$ cat src/ascr_defines.vh
// command codes, bit positions, reset values and timing for the command register bank
`ifndef ASCR_DEFINES_VH
`define ASCR_DEFINES_VH
`define ASCR_CMD_CS_WR        8'h82
`define ASCR_CMD_CS_RD        8'h83
`define ASCR_CMD_UNLOCK_WR    8'h94
`define ASCR_CMD_TC_WR        8'h96
`define ASCR_CMD_TC_RD        8'h97
`define ASCR_UNLOCK_VALUE     16'h16f4
`define ASCR_BIT_DIAG_ACTIVE  15
`define ASCR_BIT_DIAG_OVR     14
`define ASCR_BIT_UNDERVOLT    12
`define ASCR_BIT_CP_GATE      11
`define ASCR_BIT_SINGLE_FIX   8
`define ASCR_BIT_DOUBLE_FLT   7
`define ASCR_BIT_MAGNET_MISS  6
`define ASCR_BIT_CRC_BAD      4
`define ASCR_BIT_WRITE_EN     11
`define ASCR_RST_DIAG_OVR     1'b0
`define ASCR_RST_CP_GATE      1'b0
`define ASCR_RST_WRITE_EN     1'b0
`define ASCR_ENTRY_WINDOW_US  30
`define ASCR_CLK_MHZ          250
`define ASCR_ENTRY_CYCLES     (`ASCR_ENTRY_WINDOW_US * `ASCR_CLK_MHZ)
`endif

$ cat src/ascr_command_regs.v
// command register bank of one sensor channel behind the one-wire link
// Behaviour
// - unlock accepted only inside entry window or in diagnostic mode; write-only
// - decode commands 82h/83h, 94h, 96h/97h
// - bit 15 shows diagnostic, ignores override
// - bit 14 forces diagnostic output off, resets 0
// - bit 12 shows undervoltage detected
// - bit 11 gates charge pump clock, only while test control write enable is set
// - bit 8 sticky corrected single-bit error
// - bit 7 sticky uncorrectable double-bit error
// - bit 6 sticky magnet loss
// - bit 4 checksum mismatch, start-up evaluated
// - test control bit 11 is write enable
`timescale 1ns/10ps
`include "ascr_defines.vh"
// the link layer hands over one strobe per whole access, direction already known;
// bit timing, the memory array and the checksum engine live outside this bank;
// the sticky flags only ever set here, so a cleared condition still needs a
// power-on reset before the flag drops, which keeps a past fault visible
module ascr_command_regs #(
  parameter ENTRY_CYCLES = `ASCR_ENTRY_CYCLES
) (
  // clock and raw power-on reset
  input  wire        mclk_i,
  input  wire        rst_n_i,
  // decoded accesses from the link
  input  wire        cmd_valid_i,      // one-cycle strobe: decoded access from the link
  input  wire [7:0]  cmd_code_i,
  input  wire [15:0] cmd_wdata_i,
  // memory readout and start-up checksum events
  input  wire        mem_readout_i,    // one-cycle strobe at each memory readout
  input  wire        mem_single_fix_i,
  input  wire        mem_double_flt_i,
  input  wire        crc_done_i,       // one-cycle strobe at start-up checksum result
  input  wire        crc_bad_i,
  // analog monitors and other diagnostic sources
  input  wire        undervoltage_i,   // pin-domain level
  input  wire        magnet_missing_i, // pin-domain level
  input  wire        magnet_det_en_i,
  input  wire        diag_other_i,     // other diagnostic sources
  // read answer
  output reg  [15:0] rd_data_o,
  output reg         rd_valid_o,
  // mode and control levels
  output wire        command_mode_o,
  output wire        diagnostic_active_o,
  output wire        diag_output_o,
  output wire        charge_pump_clock_gate_o,
  output wire        nv_write_en_o
);
  // reset synchroniser
  reg         rst_s1_q;
  reg         rst_s2_q;
  wire        rst_n;

  // pin synchronisers and settled levels
  reg  [2:0]  uv_sync_q;
  reg  [2:0]  ml_sync_q;
  reg         uv_q;
  reg         ml_q;

  // entry window and command mode
  reg         unlocked_q;
  reg  [31:0] entry_cnt_q;
  wire        window_open;
  wire        sig_match;

  // writable fields
  reg         diag_ovr_q;
  reg         cp_gate_q;
  reg         write_en_q;

  // sticky fault flags and the checksum result
  reg         single_fix_q;
  reg         double_flt_q;
  reg         magnet_miss_q;
  reg         crc_bad_q;

  // decode and read path
  wire        wr_ok;
  wire        hit_cs_wr;
  wire        hit_cs_rd;
  wire        hit_unlock;
  wire        hit_tc_wr;
  wire        hit_tc_rd;
  wire        rd_hit;
  wire [15:0] cs_word;
  wire [15:0] tc_word;
  reg  [15:0] rd_mux;

  // true when a strobed access carries the given command byte
  function cmd_is;
    input       valid;
    input [7:0] code;
    input [7:0] want;
    begin
      cmd_is = valid && (code == want);
    end
  endfunction

  // a pin level moves only once the second and third stage agree
  function settle;
    input [2:0] chain;
    input       held;
    begin
      settle = (chain[1] == chain[2]) ? chain[2] : held;
    end
  endfunction

  // one field bit of a written word
  function field_bit;
    input [15:0] word;
    input integer pos;
    begin
      field_bit = word[pos];
    end
  endfunction

  // a sticky flag keeps its value and only ever sets
  function sticky_next;
    input flag;
    input set;
    begin
      sticky_next = flag || set;
    end
  endfunction

  // reset released through two flops so every flop leaves reset on one edge
  always @(posedge mclk_i or negedge rst_n_i) begin
    if (!rst_n_i) begin
      rst_s1_q <= 1'b0;
      rst_s2_q <= 1'b0;
    end else begin
      rst_s1_q <= 1'b1;
      rst_s2_q <= rst_s1_q;
    end
  end
  assign rst_n = rst_s2_q;

  // undervoltage pin through three flops; a one-cycle glitch never counts
  always @(posedge mclk_i or negedge rst_n) begin
    if (!rst_n) begin
      uv_sync_q <= 3'h0;
      uv_q      <= 1'b0;
    end else begin
      uv_sync_q <= {uv_sync_q[1:0], undervoltage_i};
      uv_q      <= settle(uv_sync_q, uv_q);
    end
  end

  // magnet pin through three flops, same filtering as the supply monitor
  always @(posedge mclk_i or negedge rst_n) begin
    if (!rst_n) begin
      ml_sync_q <= 3'h0;
      ml_q      <= 1'b0;
    end else begin
      ml_sync_q <= {ml_sync_q[1:0], magnet_missing_i};
      ml_q      <= settle(ml_sync_q, ml_q);
    end
  end

  // entry window counts from reset release and then stops, so it never wraps
  always @(posedge mclk_i or negedge rst_n) begin
    if (!rst_n)
      entry_cnt_q <= 32'h0;
    else if (entry_cnt_q < ENTRY_CYCLES)
      entry_cnt_q <= entry_cnt_q + 32'h1;
  end
  // afterwards only diagnostic mode reopens the window
  assign window_open = (entry_cnt_q < ENTRY_CYCLES) || diagnostic_active_o;

  // unlock needs the exact signature; the register has no read side
  assign sig_match  = (cmd_wdata_i == `ASCR_UNLOCK_VALUE);
  assign hit_unlock = cmd_is(cmd_valid_i, cmd_code_i, `ASCR_CMD_UNLOCK_WR);
  always @(posedge mclk_i or negedge rst_n) begin
    if (!rst_n)
      unlocked_q <= 1'b0;
    else if (hit_unlock && sig_match && window_open)
      unlocked_q <= 1'b1;
  end
  // command mode holds until the next power-on reset
  assign command_mode_o = unlocked_q;

  // register accesses count only in command mode; the link delivers whole words
  assign wr_ok     = cmd_valid_i && unlocked_q;
  assign hit_cs_wr = cmd_is(wr_ok, cmd_code_i, `ASCR_CMD_CS_WR);
  assign hit_cs_rd = cmd_is(wr_ok, cmd_code_i, `ASCR_CMD_CS_RD);
  assign hit_tc_wr = cmd_is(wr_ok, cmd_code_i, `ASCR_CMD_TC_WR);
  assign hit_tc_rd = cmd_is(wr_ok, cmd_code_i, `ASCR_CMD_TC_RD);

  // diagnostic override; reserved bits of the written word are dropped
  always @(posedge mclk_i or negedge rst_n) begin
    if (!rst_n)
      diag_ovr_q <= `ASCR_RST_DIAG_OVR;
    else if (hit_cs_wr)
      diag_ovr_q <= field_bit(cmd_wdata_i, `ASCR_BIT_DIAG_OVR);
  end

  // charge pump clock request bit
  always @(posedge mclk_i or negedge rst_n) begin
    if (!rst_n)
      cp_gate_q <= `ASCR_RST_CP_GATE;
    else if (hit_cs_wr)
      cp_gate_q <= field_bit(cmd_wdata_i, `ASCR_BIT_CP_GATE);
  end

  // non-volatile write enable in the test control word
  always @(posedge mclk_i or negedge rst_n) begin
    if (!rst_n)
      write_en_q <= `ASCR_RST_WRITE_EN;
    else if (hit_tc_wr)
      write_en_q <= field_bit(cmd_wdata_i, `ASCR_BIT_WRITE_EN);
  end

  // pump clock runs only with the write enable also set, guarding the nv array
  assign charge_pump_clock_gate_o = cp_gate_q && write_en_q;
  assign nv_write_en_o            = write_en_q;

  // corrected single-bit error, judged at each memory readout
  always @(posedge mclk_i or negedge rst_n) begin
    if (!rst_n)
      single_fix_q <= 1'b0;
    else
      single_fix_q <= sticky_next(single_fix_q, mem_readout_i && mem_single_fix_i);
  end

  // uncorrectable double-bit error, judged at each memory readout
  always @(posedge mclk_i or negedge rst_n) begin
    if (!rst_n)
      double_flt_q <= 1'b0;
    else
      double_flt_q <= sticky_next(double_flt_q, mem_readout_i && mem_double_flt_i);
  end

  // magnet loss counts only while detection is enabled
  always @(posedge mclk_i or negedge rst_n) begin
    if (!rst_n)
      magnet_miss_q <= 1'b0;
    else
      magnet_miss_q <= sticky_next(magnet_miss_q, ml_q && magnet_det_en_i);
  end

  // checksum result follows each start-up evaluation
  always @(posedge mclk_i or negedge rst_n) begin
    if (!rst_n)
      crc_bad_q <= 1'b0;
    else if (crc_done_i)
      crc_bad_q <= crc_bad_i;
  end

  // diagnostic state ignores the override; override only silences the output
  assign diagnostic_active_o = magnet_miss_q || double_flt_q || crc_bad_q ||
                               uv_q || diag_other_i;
  assign diag_output_o = diagnostic_active_o && !diag_ovr_q;

  // control/status read word; reserved bits tied low
  assign cs_word[`ASCR_BIT_DIAG_ACTIVE] = diagnostic_active_o;
  assign cs_word[`ASCR_BIT_DIAG_OVR]    = diag_ovr_q;
  assign cs_word[13]                    = 1'b0;
  assign cs_word[`ASCR_BIT_UNDERVOLT]   = uv_q;
  assign cs_word[`ASCR_BIT_CP_GATE]     = cp_gate_q;
  assign cs_word[10:9]                  = 2'b00;
  assign cs_word[`ASCR_BIT_SINGLE_FIX]  = single_fix_q;
  assign cs_word[`ASCR_BIT_DOUBLE_FLT]  = double_flt_q;
  assign cs_word[`ASCR_BIT_MAGNET_MISS] = magnet_miss_q;
  assign cs_word[5]                     = 1'b0;
  assign cs_word[`ASCR_BIT_CRC_BAD]     = crc_bad_q;
  assign cs_word[3:0]                   = 4'h0;

  // test control read word; only the write enable is implemented
  assign tc_word[15:12]                 = 4'h0;
  assign tc_word[`ASCR_BIT_WRITE_EN]    = write_en_q;
  assign tc_word[10:0]                  = 11'h000;

  // read word chosen by command; unknown codes give zero
  always @* begin
    rd_mux = 16'h0000;
    case (cmd_code_i)
      `ASCR_CMD_CS_RD: rd_mux = cs_word;
      `ASCR_CMD_TC_RD: rd_mux = tc_word;
      default:         rd_mux = 16'h0000;
    endcase
  end
  // the unlock code never reaches the read path
  assign rd_hit = hit_cs_rd || hit_tc_rd;

  // read answer one cycle after the command; data holds until the next read
  always @(posedge mclk_i or negedge rst_n) begin
    if (!rst_n) begin
      rd_data_o  <= 16'h0000;
      rd_valid_o <= 1'b0;
    end else begin
      rd_valid_o <= rd_hit;
      if (rd_hit)
        rd_data_o <= rd_mux;
    end
  end
endmodule // ascr_command_regs

$ cat config.mk
export PLATFORM = sky130hd
export DESIGN_NAME = ascr_command_regs
export DESIGN_NICKNAME = d
export VERILOG_FILES = /design/src/ascr_command_regs.v
export VERILOG_INCLUDE_DIRS = /design/src
export SDC_FILE = /design/constraint.sdc
export NUM_CORES = 1
export LEC_CHECK = 0
export ABC_AREA = 1
export BUFFER_PORTS_ARGS = -buffer_cell sky130_fd_sc_hd__buf_2
export CORE_MARGIN = 2
export CORE_UTILIZATION = 50
export DETAILED_ROUTE_END_ITERATION = 10
export GPL_ROUTABILITY_DRIVEN = 0
export HOLD_SLACK_MARGIN = 0.12
export PLACE_DENSITY_LB_ADDON = 0.12
export SLEW_MARGIN = 15
export SYNTH_ARGS = -nofsm -noshare
export SYNTH_HDL_FRONTEND = slang
export SYNTH_SLANG_ARGS = --single-unit
$ cat constraint.sdc
create_clock -name mclk_i -period 2.7 [get_ports mclk_i]
set_input_delay 0.135 -clock mclk_i [delete_from_list [all_inputs] [get_ports mclk_i]]
set_output_delay 0.135 -clock mclk_i [all_outputs]
set_load 0.01 [all_outputs]
* After elaboration in Yosys (flattened, before gate mapping)
Index checks and enable logic that the tools add are counted. W data, S select, Z words.
Storage, ports and cells: flip-flop bits (word level) 67, output and inout port bits 22
Operators by class: add/sub/neg operators 1, $lt $le $gt $ge 1, equality and inequality tests 8, mux-type cells 1, reductions and logical operators 23
Operator list (count):
- $eq A8 B8 Y1 const B | 5
- $add A32 B1 Y32 const B | 1
- $lt A32 B13 Y1 const B | 1
- $pmux W16 S2 | 1
- $eq A16 B13 Y1 const B | 1
- $logic_and A1 B1 Y1 | 13
- $logic_or A1 B1 Y1 | 9
- $eq A1 B1 Y1 | 2
- $logic_not A1 Y1 | 1

* Logic depth before layout (Yosys ltp)
depth in word-level cells 6, mapped depth 9, gate-level depth less buffers 9

* Worst setup path after synthesis
OpenSTA, ideal clock, no wires.
path kind register to register, from reg entry_cnt_q[0], to reg entry_cnt_q[10], library setup time 0.116 ns, arrival time 1.135 ns, required time 2.584 ns, setup slack 1.448 ns, cell stages (with the launch flop) 9, buffers on the path 0, cells stage by stage dfrtp_1 ha_1 nand3_1 inv_1 nand2_1 nor2_1 xor2_1 nand2_1 nand2_1
Between the ends: longest elaborated chain between the ends 1, elaborated cells between the ends (all ways) 2, those cells by class add/sub: 1; order compare: 1
Ends and longest elaborated chain:
- start: declaration | RTL line ascr_command_regs.v:64 | reg [31:0] entry_cnt_q;
- start signal: assignment | RTL line ascr_command_regs.v:167 | entry_cnt_q <= entry_cnt_q + 32'h1;
- $add A32 B1 Y32 / $lt A32 B13 Y1 (equally long branches) | RTL line ascr_command_regs.v:167, ascr_command_regs.v:166
Parallel ways exist; a longest one is shown, timed or not. A chain may end at the register's enable or synchronous reset.

* Final worst setup path
from reg uv_q, to out diag_output_o
Between the ends: longest elaborated chain between the ends 3
Ends and longest elaborated chain:
- start: declaration | RTL line ascr_command_regs.v:59 | reg uv_q;
- start signal: assignment | RTL line ascr_command_regs.v:147 | uv_q <= settle(uv_sync_q, uv_q);
- $logic_or A1 B1 Y1 | RTL line ascr_command_regs.v:252 | assign diagnostic_active_o = magnet_miss_q || double_flt_q || crc_bad_q ||
- $logic_or A1 B1 Y1 | RTL line ascr_command_regs.v:253 | uv_q || diag_other_i;
- $logic_and A1 B1 Y1 | RTL line ascr_command_regs.v:254 | assign diag_output_o = diagnostic_active_o && !diag_ovr_q;
- end: declaration | RTL line ascr_command_regs.v:47 | output wire diag_output_o,
Every way passes these cells.

==> impl_metrics.ini <==
[critical_path]
cp.required_ps = 2570
crit_reg_reg_endpoint = diag_ovr_q
reg_to_reg_startpoint = command_mode_o
worst_ep_arrival_time_ps = 1450
setup.worst_path.end_class = output pin
critical_path.startpoint_type = flip-flop
worstSetupStartpoint = uv_q
critical_path_fanout_max = 3
r2r_setup_slack_ps = 1130
worstSetupPathType = flip-flop to output pin
endpoint = diag_output_o
reg2reg_depth = 5

[power]
power_frac_comb = 0.049
intPower_mw = 1.59
power.share.sequential = 0.462
total_net_switching_power_mw = 0.399
report.power.total_mw = 1.98
switching_share = 0.201
peak_vdd_ir_v = 0.000512
power.density_nw_per_um2 = 620
leakage_component_of_the_power_nw = 1.71
power.clock.fraction = 0.489

[synthesis]
yosysWarnings = 0
muxShareOfSynthArea = 0
ys_seq_elements = 59
synth_area_leader_cell = dfrtp_1
avgSynthCellArea_um2 = 8.90
netlist.area_leader.share = 0.570
synth_compound_area_frac = 0.0242
synth_unique_cells = 28
synthXorXnorAreaFrac = 0.0338
synth.cell_area_um2 = 2590
netlist_instances = 291
post_synth_and_or_nand_nor_area_fraction = 0.259
seq_area_frac_synth = 0.570
post_synth_main_area_contributors = dfrtp_1, nand2_1, nor2_1
synthAdderAreaFrac = 0.0126
largest_family_of_logic_cells_by_synthesized_area = simple AND/OR/NAND/NOR gates

[global_routing]
antenna_found_initial = 0
grt_max_degree = 21
grt_pass1_wl_um = 7620
gr-total-overflow = 0
grt_pass1_vias = 1753
groute.usage.overall = 0.169

[place]
portBuffers = 49
post-place-cells = 391
place.detailed.hpwl_um = 3130
postPlaceCellArea_um2 = 2820

[layout]
area.growth.synth_to_final_pct = 23.7
diodes = 0
n_fill_cell = 410
final_common_cell = nand2_1
share_of_layout_cells_above_drive_strength_1 = 0.220
finish.net_count = 383
fin_cells = 420
mostFrequentLayoutCells = nand2_1, dfrtp_1, buf_2, nor2_1, inv_1
finalInstanceArea_um2 = 3200
post-route-util = 0.635

[clocking]
postCtsSetupRepairBufs = 0
cts.clk_slew.worst_paths_ps = 70
htreeDepth = 3
clock_tree_from_tritoncts = built
cts.root.buffer_cell = clkbuf_8
clk_path_buf_depth = 2
numClockSinks = 59
clk-insertion-delay-late_ps = 340
cts_made_buffers = 9

[routing]
avgViaCountPerCell = 4.45
route.vias.total = 1869
ant_nets = 0
route.detailed.wl_per_inst_um = 10.4
post-route-drc-count = 0
first_pass_iters = 4
first_iter_violations = 60
routed_wl_um = 4370

[die]
floorplan.initialDensity = 0.513
placeableCoreArea_um2 = 5040
floorplan.die.width_um = 76.0
num_io_pins = 58
placement_rows = 26
fp.dieH_um = 76.0
die_area_um2 = 5770

[sta]
rsz0062_at_grt = false
final.period_utilization = 0.587
finalWorstPathRequiredPeriod_ps = 1580
final.setup_skew_ps = 5.57
slew_violations = 0
timing.final.hold_violations = 0
max_clock_freq_mhz = 631
final_setup_violating_endpoints = 0
setup-tns-final_ps = 0

[hold_path]
timing.hold.worst.class = input port to flip-flop
worst_hold_depth = 5

[run]
drv.max_cap_violation_count = 0

[run_status]
run_status = complete, no violations
## power groups by stage
stage	Sequential, mW	Combinational [mW]	Clock (mW)
detailed placement	0.934	0.0854	0
global placement	0.934	0.0845	0
global route	0.920	0.110	1.04
finish	0.917	0.0972	0.969
CTS	0.918	0.0988	0.996
floorplan	0.942	0.0402	0
## synth_stat cells, drive strengths merged
cell / number
xnor2: 6
inv: 29
buf: 9
nand3: 17
clkbuf: 19
ha: 1
conb: 2
nor4: 1
xor2: 4
nand3b: 2
nor3: 3
nand2: 85
or2: 2
o21ai: 8
a21o: 3
maj3: 2
nor2: 32
nand4: 7
dfrtp: 59
## kinds of logic after synthesis
group | count (synthesis)
buffers and inverters | 57
adder cells (fa/ha/maj) | 3
XOR/XNOR | 10
AND/OR/NAND/NOR | 149
other | 2
AO/OA/AOI/OAI | 11
flip-flops | 59
## layout make-up
class                           instances  area [um2]  area share
Sequential cell                        59        1480       0.462
Multi-Input combinational cell        182         887       0.277
Timing Repair Buffer                   65         400       0.125
Clock buffer                           11         141      0.0442
Inverter                               29         109      0.0340
Clock inverter                          4        98.8      0.0309
Tap cell                               70        87.6      0.0274
## registers in the layout, indices dropped and copies added (netlist names)
signal / cells
ml_q: 1
rd_data_o: 8
single_fix_q: 1
rst_n: 1
ml_sync_q: 3
double_flt_q: 1
rd_valid_o: 1
command_mode_o: 1
entry_cnt_q: 32
uv_q: 1
diag_ovr_q: 1
uv_sync_q: 3
nv_write_en_o: 1
rst_s1_q: 1
cp_gate_q: 1
magnet_miss_q: 1
crc_bad_q: 1
## routing by layer
| metal | vias to the layer above | part of all wire | wire length, um | global-route usage |
|---|---|---|---|---|
| met3 | 7 | 0.057 | 250 | 0.0798 |
| li1 | 982 | - | - | - |
| met4 | 0 | 0.015 | 67 | 0.0764 |
| met5 | - | 0 | 0 | 0 |
| met1 | 841 | 0.47 | 2040 | 0.210 |
| met2 | 39 | 0.46 | 2010 | 0.252 |
## repair_timing
item                       4_1_cts  5_1_grt
hold buffers                    14        0
gates resized for setup          0        0
setup endpoints to repair        0        0
hold endpoints to repair        11        0
## through the flow
step | hold slack, ps | setup WS (ps)
after detailed placement | -77.3 | 1330
final | 162 | 1120
after CTS | 146 | 1060
after global routing | 166 | 960
after global placement | -79.0 | 1330
after floorplan | -161 | 936
## worst min path at each step
| stage | from | endpoint |
|---|---|---|
| after floorplan | rst_n_i | rst_n |
| after global placement | rst_n_i | rst_s1_q |
| after detailed placement | rst_n_i | rst_s1_q |
| after CTS | cmd_valid_i | command_mode_o |
| after global routing | cmd_valid_i | command_mode_o |
| final | cmd_valid_i | command_mode_o |
## worst max-delay path: stages (launching register included)
cell and delay (ps):
dfrtp_1 400, nor3_1 220, nand2_1 100, inv_1 120
or2_2 120, inv_1 30, buf_2 130
No activity file was read; power rests on OpenSTA's default activity.
